## src/dcc_regs.vh

```
// register indices, field positions, mode codes and reset values of the
// dual comparator control block; byte address is four times the index
`ifndef DCC_REGS_VH
`define DCC_REGS_VH

// ----------------------------------------
// register indices
// ----------------------------------------
`define DCC_IDX_INTCTL 8'h0B
`define DCC_IDX_FLAGS  8'h0C
`define DCC_IDX_CTL    8'h1F
`define DCC_IDX_PDAT   8'h05
`define DCC_IDX_PDIR   8'h85
`define DCC_IDX_PEN    8'h8C

// ----------------------------------------
// field positions
// ----------------------------------------
`define DCC_GIE_BIT   7
`define DCC_PERIPHERAL_INT_ENABLE_BIT  6
`define DCC_FLAG_BIT  6
`define DCC_EN_BIT    6
`define DCC_INV2_BIT  5
`define DCC_INV1_BIT  4
`define DCC_CIS_BIT   3
`define DCC_LINE3_BIT 3
`define DCC_LINE4_BIT 4

// ----------------------------------------
// comparator modes
// ----------------------------------------
`define DCC_MODE_RESET 3'h0
`define DCC_MODE_OUT_A 3'h1
`define DCC_MODE_VREF  3'h2
`define DCC_MODE_OUT_B 3'h6
`define DCC_MODE_OFF   3'h7

// ----------------------------------------
// reset values and writable masks
// ----------------------------------------
`define DCC_RST_CTL    8'h00
`define DCC_RST_FLAGS  8'h00
`define DCC_RST_PEN    8'h00
`define DCC_RST_INTCTL 8'h00
`define DCC_RST_PDIR   8'hFF
`define DCC_RST_PDAT   8'h00
`define DCC_MASK_RSVD  8'hF7

`endif

```

## src/dcc_top.v

```verilog
// dual comparator control: registers, change flag, pin steering
// assumes an apb master on sys_clk and async comparator and pin levels
//
// What this block does
// - result is high when plus input exceeds minus input, before inversion.
// - mode 010 routes internal reference to both plus inputs.
// - both results read in control bits 7:6; writes to them ignored.
// - modes 110 and 001 drive raw results on port lines three, four.
// - direction bits still enable outputs of lines three and four.
// - port data read returns 0 on pins that are analog inputs.
// - change flag, flags bit 6, set when either result changes.
// - flag cleared only by writing zero; writing one sets it.
// - interrupt needs all three enables; flag sets regardless.
// - mismatch keeps setting flag; any control access ends mismatch.
// - a change during a control access may not set the flag.
// - comparators run in sleep; enabled change interrupt wakes device.
// - waking from sleep leaves the control register unchanged.
// - reset loads control with zero, mode 000, comparators off.
// - each invert bit inverts its reported and driven result.
// - input switch picks minus input source in modes 001 and 010.
//
// Chosen here: the APB register port.
`timescale 1ns/1ps
`default_nettype none
`include "dcc_regs.vh"

module dcc_top
(
  input  wire        sys_clk,
  input  wire        rstn,
  input  wire        psel,
  input  wire        penable,
  input  wire        pwrite,
  input  wire [11:0] paddr,
  input  wire [31:0] pwdata,
  output reg  [31:0] prdata,
  output reg         pready,
  output reg         pslverr,
  input  wire        cmp1_raw,
  input  wire        cmp2_raw,
  input  wire [7:0]  port_a_pins,
  input  wire        sleep_mode,
  output reg         line3_out,
  output reg         line3_oe,
  output reg         line4_out,
  output reg         line4_oe,
  output reg         cmp_power_on,
  output reg         vref_to_plus,
  output reg         input_switch,
  output reg         irq,
  output reg         wake_req
);

  // ----------------------------------------
  // registers
  // ----------------------------------------
  reg [7:0] ctl_reg;
  reg [7:0] flags_reg;
  reg [7:0] pen_reg;
  reg [7:0] intctl_reg;
  reg [7:0] pdir_reg;
  reg [7:0] pdat_reg;
  reg [1:0] res_reg;
  reg [1:0] last_reg;
  reg [1:0] s1_reg;
  reg [1:0] s2_reg;
  reg [7:0] pin1_reg;
  reg [7:0] pin2_reg;

  wire [2:0] mode;
  wire       inv1;
  wire       inv2;
  wire       active;
  wire [1:0] res_now;
  wire       access;
  wire       wr;
  wire       sel_intctl;
  wire       sel_flags;
  wire       sel_ctl;
  wire       sel_pdat;
  wire       sel_pdir;
  wire       sel_pen;
  wire       mapped;
  wire       ctl_access;
  wire       mismatch;
  wire       set_flag;
  wire       pin_drive;
  wire [7:0] analog_mask;
  reg  [7:0] rd_next;

  assign mode = ctl_reg[2:0];
  assign inv1 = ctl_reg[`DCC_INV1_BIT];
  assign inv2 = ctl_reg[`DCC_INV2_BIT];

  // comparators powered in every mode but reset and off
  assign active = (mode != `DCC_MODE_RESET) &&
                  (mode != `DCC_MODE_OFF);

  // ----------------------------------------
  // apb decode
  // ----------------------------------------
  // one wait state: pready rises in the second access cycle
  assign access = psel & penable & pready;
  assign wr     = access & pwrite;

  assign sel_intctl = (paddr[9:2] == `DCC_IDX_INTCTL);
  assign sel_flags  = (paddr[9:2] == `DCC_IDX_FLAGS);
  assign sel_ctl    = (paddr[9:2] == `DCC_IDX_CTL);
  assign sel_pdat   = (paddr[9:2] == `DCC_IDX_PDAT);
  assign sel_pdir   = (paddr[9:2] == `DCC_IDX_PDIR);
  assign sel_pen    = (paddr[9:2] == `DCC_IDX_PEN);

  assign mapped = (paddr[1:0] == 2'h0) &&
                  (paddr[11:10] == 2'h0) &&
                  (sel_intctl | sel_flags | sel_ctl |
                   sel_pdat | sel_pdir | sel_pen);

  // any read or write of the control register
  assign ctl_access = access & mapped & sel_ctl;

  // ----------------------------------------
  // result path
  // ----------------------------------------
  // raw is high when plus exceeds minus
  assign res_now = {s2_reg[1] ^ inv2,
                    s2_reg[0] ^ inv1};

  // compare against last accessed value
  assign mismatch = active &&
                    (res_reg != last_reg);

  // a change landing on a control access is lost
  assign set_flag = mismatch & ~ctl_access;

  assign pin_drive = (mode == `DCC_MODE_OUT_B) ||
                     (mode == `DCC_MODE_OUT_A);

  // pins that the mode leaves as analog inputs
  assign analog_mask =
    (mode == 3'h0) ? 8'h0F :
    (mode == 3'h1) ? 8'h0F :
    (mode == 3'h2) ? 8'h0F :
    (mode == 3'h3) ? 8'h07 :
    (mode == 3'h4) ? 8'h0F :
    (mode == 3'h5) ? 8'h06 :
    (mode == 3'h6) ? 8'h07 :
                     8'h00;

  // ----------------------------------------
  // synchronisers
  // ----------------------------------------
  always @(posedge sys_clk or negedge rstn)
  begin
    if (!rstn)
    begin
      s1_reg   <= 2'h0;
      s2_reg   <= 2'h0;
      pin1_reg <= 8'h00;
      pin2_reg <= 8'h00;
    end
    else
    begin
      s1_reg   <= {cmp2_raw, cmp1_raw};
      s2_reg   <= s1_reg;
      pin1_reg <= port_a_pins;
      pin2_reg <= pin1_reg;
    end
  end

  // ----------------------------------------
  // result bits and access latch
  // ----------------------------------------
  always @(posedge sys_clk or negedge rstn)
  begin
    if (!rstn)
    begin
      res_reg  <= 2'h0;
      last_reg <= 2'h0;
    end
    else
    begin
      // powered-down comparators hold their results
      if (active)
      begin
        res_reg <= res_now;
      end
      if (ctl_access)
      begin
        last_reg <= res_reg;
      end
    end
  end

  // ----------------------------------------
  // register writes
  // ----------------------------------------
  always @(posedge sys_clk or negedge rstn)
  begin
    if (!rstn)
    begin
      ctl_reg    <= `DCC_RST_CTL;
      flags_reg  <= `DCC_RST_FLAGS;
      pen_reg    <= `DCC_RST_PEN;
      intctl_reg <= `DCC_RST_INTCTL;
      pdir_reg   <= `DCC_RST_PDIR;
      pdat_reg   <= `DCC_RST_PDAT;
    end
    else
    begin
      // only writes change control; sleep does not
      if (wr && mapped && sel_ctl)
      begin
        ctl_reg[5:0] <= pwdata[5:0];
      end
      if (wr && mapped && sel_pen)
      begin
        pen_reg <= pwdata[7:0] & `DCC_MASK_RSVD;
      end
      if (wr && mapped && sel_intctl)
      begin
        intctl_reg <= pwdata[7:0];
      end
      if (wr && mapped && sel_pdir)
      begin
        pdir_reg <= pwdata[7:0];
      end
      if (wr && mapped && sel_pdat)
      begin
        pdat_reg <= pwdata[7:0];
      end
      // hardware set wins over a software clear
      if (wr && mapped && sel_flags)
      begin
        flags_reg <= (pwdata[7:0] & `DCC_MASK_RSVD) |
                     {1'b0, set_flag, 6'h00};
      end
      else if (set_flag)
      begin
        flags_reg[`DCC_FLAG_BIT] <= 1'b1;
      end
    end
  end

  // ----------------------------------------
  // read mux
  // ----------------------------------------
  always @*
  begin
    rd_next = 8'h00;
    if (sel_ctl)
    begin
      rd_next = {res_reg[1], res_reg[0], ctl_reg[5:0]};
    end
    else if (sel_flags)
    begin
      rd_next = flags_reg;
    end
    else if (sel_pen)
    begin
      rd_next = pen_reg;
    end
    else if (sel_intctl)
    begin
      rd_next = intctl_reg;
    end
    else if (sel_pdir)
    begin
      rd_next = pdir_reg;
    end
    else if (sel_pdat)
    begin
      rd_next = pin2_reg & ~analog_mask;
    end
  end

  // ----------------------------------------
  // apb answer
  // ----------------------------------------
  always @(posedge sys_clk or negedge rstn)
  begin
    if (!rstn)
    begin
      pready  <= 1'b0;
      prdata  <= 32'h00000000;
      pslverr <= 1'b0;
    end
    else
    begin
      if (psel && penable && !pready)
      begin
        pready  <= 1'b1;
        pslverr <= ~mapped;
        prdata  <= (mapped && !pwrite) ? {24'h000000, rd_next} : 32'h00000000;
      end
      else
      begin
        pready  <= 1'b0;
        pslverr <= 1'b0;
        prdata  <= 32'h00000000;
      end
    end
  end

  // ----------------------------------------
  // analog steering and pins
  // ----------------------------------------
  always @(posedge sys_clk or negedge rstn)
  begin
    if (!rstn)
    begin
      cmp_power_on <= 1'b0;
      vref_to_plus <= 1'b0;
      input_switch <= 1'b0;
      line3_out    <= 1'b0;
      line3_oe     <= 1'b0;
      line4_out    <= 1'b0;
      line4_oe     <= 1'b0;
    end
    else
    begin
      // comparators keep running while asleep
      cmp_power_on <= active;
      vref_to_plus <= (mode == `DCC_MODE_VREF);
      input_switch <= ctl_reg[`DCC_CIS_BIT] &&
                      ((mode == `DCC_MODE_OUT_A) ||
                       (mode == `DCC_MODE_VREF));
      // raw level, bypassing the synchroniser
      if (pin_drive)
      begin
        line3_out <= cmp1_raw ^ inv1;
        line4_out <= cmp2_raw ^ inv2;
      end
      else
      begin
        line3_out <= pdat_reg[`DCC_LINE3_BIT];
        line4_out <= pdat_reg[`DCC_LINE4_BIT];
      end
      line3_oe <= ~pdir_reg[`DCC_LINE3_BIT];
      line4_oe <= ~pdir_reg[`DCC_LINE4_BIT];
    end
  end

  // ----------------------------------------
  // interrupt and wake
  // ----------------------------------------
  always @(posedge sys_clk or negedge rstn)
  begin
    if (!rstn)
    begin
      irq      <= 1'b0;
      wake_req <= 1'b0;
    end
    else
    begin
      irq <= flags_reg[`DCC_FLAG_BIT] &
             pen_reg[`DCC_EN_BIT] &
             intctl_reg[`DCC_PERIPHERAL_INT_ENABLE_BIT] &
             intctl_reg[`DCC_GIE_BIT];
      wake_req <= sleep_mode &
                  flags_reg[`DCC_FLAG_BIT] &
                  pen_reg[`DCC_EN_BIT] &
                  intctl_reg[`DCC_PERIPHERAL_INT_ENABLE_BIT];
    end
  end

endmodule
`default_nettype wire

```

## config.mk

```make
export PLATFORM = sky130hd
export DESIGN_NAME = dcc_top
export DESIGN_NICKNAME = d
export VERILOG_FILES = /design/src/dcc_top.v
export VERILOG_INCLUDE_DIRS = /design/src
export SDC_FILE = /design/constraint.sdc
export NUM_CORES = 1
export LEC_CHECK = 0
export BUFFER_PORTS_ARGS = -buffer_cell sky130_fd_sc_hd__buf_2
export CORE_MARGIN = 10
export CORE_UTILIZATION = 40
export CTS_BUF_LIST = sky130_fd_sc_hd__clkbuf_4
export DETAILED_ROUTE_END_ITERATION = 16
export PLACE_DENSITY_LB_ADDON = 0.1
export SYNTH_ARGS = -nofsm -noshare
export SYNTH_HDL_FRONTEND = slang
export SYNTH_SLANG_ARGS = --single-unit
```

## constraint.sdc

```tcl
create_clock -name sys_clk -period 1.9 [get_ports sys_clk]
set_input_delay 0.19 -clock sys_clk [delete_from_list [all_inputs] [get_ports sys_clk]]
set_output_delay 0.19 -clock sys_clk [all_outputs]
set_load 0.05 [all_outputs]
```

==> impl_metrics.py <==
metrics = {
    "floorplanning": {
        "dieArea_um2": 13270,
        "die_w_um": 115.2,
        "start_util_pct": 41.35,
        "rows": 34,
        "io_pins": 103,
        "die_h_um": 115.2,
        "coreArea_um2": 8763,
    },
    "global_route": {
        "grt_pass1_wl_um": 14310,
        "use_met2_pct": 20.87,
        "grt_pass1_vias": 2701,
        "busiest_layer": "met2",
        "grtUsageMet3_pct": 4.635,
        "track_usage_pct": 13.85,
        "antenna_found_initial": 1,
        "grt_max_degree": 51,
        "overflow": 0,
        "grtUsageMet1_pct": 18.35,
    },
    "worst_setup_path": {
        "worst-path-max-fanout": 4,
        "cp.required_ns": 2.25,
        "crit_buf_inv": 1,
        "max_stage_delay_ns": 0.41,
        "reg2regPathDepth": 5,
        "critPathKind": "reg2reg",
        "worstPathArrival_ns": 2.03,
        "critical_path.top_delay_family": "simple AND/OR/NAND/NOR gates",
        "path_cells": "and3_1 > nand4_1 > nor4_4 > buf_4 > mux2_2",
        "reg2reg_slack_ns": 0.22,
        "slowest_stage": "dfrtp_2",
        "rr_endpoint": "pen_reg[2]$_DFFE_PN0P_",
        "start_kind": "flop",
        "r2r_start": "pready$_DFF_PN0_",
        "cp-end-kind": "flop",
    },
    "synthesis": {
        "synth_top_area_cell": "dfrtp_1",
        "ys_async_sr_fraction_pct": 100.0,
        "synth_edf_count": 0,
        "avgSynthCellArea_um2": 12.49,
        "synth_area_leaders": "dfrtp_1 (50%), mux2_2 (12%), dfstp_2 (5.8%), buf_4 (5.0%), nand2_1 (2.4%)",
        "synth-seq-cells": 81,
        "synth.top_cell.area_share_pct": 50.41,
        "syn_area_um2": 3623,
        "synthCells": 290,
        "synth.yosys.seq_area_share_pct": 56.22,
        "yosysWarnings": 0,
        "ys_types": 47,
        "synthFlopType": "dfrtp_1",
    },
    "final_layout": {
        "final_common_cell": "dfrtp_1",
        "layout_common_cells": "dfrtp_1 (72), buf_2 (53), mux2_2 (40)",
        "syn2layout_area_growth_pct": 24.41,
        "utilization_pct": 51.44,
        "fill_cells": 815,
        "layout.nets": 457,
        "drive_above_1_share_pct": 42.04,
    },
    "place": {
        "placement.io_buffers": 54,
        "hpwl_um": 6633,
        "gp_congestion": 0.8079,
        "dpl_worst_slack_ns": -0.08936,
    },
    "routing": {
        "antenna_violating_nets_post_route": 0,
        "wire_per_inst_um": 17.08,
        "vias_per_cell": 4.859,
        "drt_iter0_drc": 140,
        "drc": 0,
        "dr.pass1.iters": 4,
        "num_vias": 2483,
        "wirelength_um": 8728,
    },
    "hold_path": {
        "worstHoldStart": "pwdata[7]",
        "hold_path.class": "in2reg",
        "whs_path_depth": 2,
        "min_to": "intctl_reg[7]$_DFFE_PN0P_",
    },
    "sta": {
        "maxSlewViolCount": 0,
        "hold_slack_ns": 0.03028,
        "finalSetupViolations": 0,
        "max_freq_mhz": 595.0,
        "setup_ws_ns": 0.2192,
        "post-route-min-period_ns": 1.681,
        "finClkSkew_ns": 0.02373,
        "finalHoldViolations": 0,
        "final.period_utilization_pct": 88.46,
        "rsz0062_at_grt": "false",
    },
    "cts": {
        "cts.sinks": 81,
        "clock_path_buffers": 2,
        "cts_tree": "done",
        "clk_latency_ns": 0.45,
        "root_buffer": "clkbuf_4",
        "path_clk_slew_ns": 0.13,
        "cts_buffers": 9,
        "htreeDepth": 3,
    },
    "power_and_ir_drop": {
        "cellPowerDensity_nw_per_um2": 714.6,
        "power_mw": 3.221,
        "ir_worst_vdd_v": 0.0003642,
        "p_leak_nw": 2.189,
    },
    "run_status": {
        "status": "complete, no violations",
    },
    "flow_run": {
        "cap_violations": 0,
    },
}
## how the worst max path moves through the flow
| stage | from | end | slack (ns) | cells after the start |
|---|---|---|---|---|
| after floorplan | paddr[9] | prdata[1]$_DFF_PN0_ | 0.08 | 7 |
| after global placement | paddr[8] | prdata[5]$_DFF_PN0_ | -0.08 | 7 |
| after detailed placement | paddr[8] | prdata[4]$_DFF_PN0_ | -0.09 | 7 |
| after CTS | pready$_DFF_PN0_ | pen_reg[2]$_DFFE_PN0P_ | 0.22 | 5 |
| after global routing | pready$_DFF_PN0_ | pen_reg[2]$_DFFE_PN0P_ | 0.13 | 5 |
| final | pready$_DFF_PN0_ | pen_reg[2]$_DFFE_PN0P_ | 0.22 | 5 |
## metal layers
metal  share of wire [%]  wire, um  vias to the layer above
li1                    -         -                     1194
met1                  46      4006                     1199
met2                  46      3996                       79
met3                 7.3       633                       11
met4                 1.0        91                        0
met5                   0         0                        -
## area by class of cell
class                           instances  area [um2]  area share (%)
Sequential cell                        81        2038           45.21
Multi-Input combinational cell        199        1453           32.22
Timing Repair Buffer                  103       705.7           15.65
Tap cell                              108       135.1           2.998
Clock inverter                          7       95.09           2.109
Clock buffer                            9       67.56           1.499
Inverter                                3       11.26          0.2498
Antenna cell                            1       2.502         0.05551
## cell usage after synthesis (4+ instances only)
cell type and instances:
buf_4 24, a22o_1 5, and3_1 5, and2_1 4, nand3_1 4, xnor2_1 5
nand2_1 23, a21oi_1 12, dfstp_2 8, a22oi_1 4, o21ai_0 9, nand2b_1 4
dfrtp_1 73, mux2_2 40, a311oi_2 4, nor2_1 15
## cells by family after synthesis
logic type	share of synthesized area (%)
and+or+nand+nor	13.98
DFF	56.22
AOI/OAI and AO/OA	8.598
muxes	12.98
buffers and inverters	6.146
xor gates and xnor gates	1.692
adders and majority gates	0.2763
other	0.1035
## worst register-to-register path, cell delays in order, from the launching register on
cell     delay [ns]
dfrtp_2        0.41
and3_1         0.22
nand4_1        0.22
nor4_4         0.22
buf_4          0.20
mux2_2         0.33
## where the power goes
group / internal, mW / switching (mW)
combinational: 0.0937 / 0.221
sequential: 1.75 / 0.00906
clock: 0.533 / 0.615
## through the flow
step                      area, um2  TNS (ns)  std cells
after floorplan                3714         0        313
after global placement         4183   -0.2556        478
after detailed placement       4183   -0.2655        478
after CTS                      4496         0        509
after global routing           4508         0        511
final                          4508         0        511
## repair_timing
| action | 4_1_cts | 5_1_grt |
|---|---|---|
| resized for setup | 0 | 0 |
| hold buffers | 15 | 1 |
| endpoints found under the hold margin | 44 | 1 |
| setup buffers | 0 | 0 |
Power figures use the tool's default switching activity.
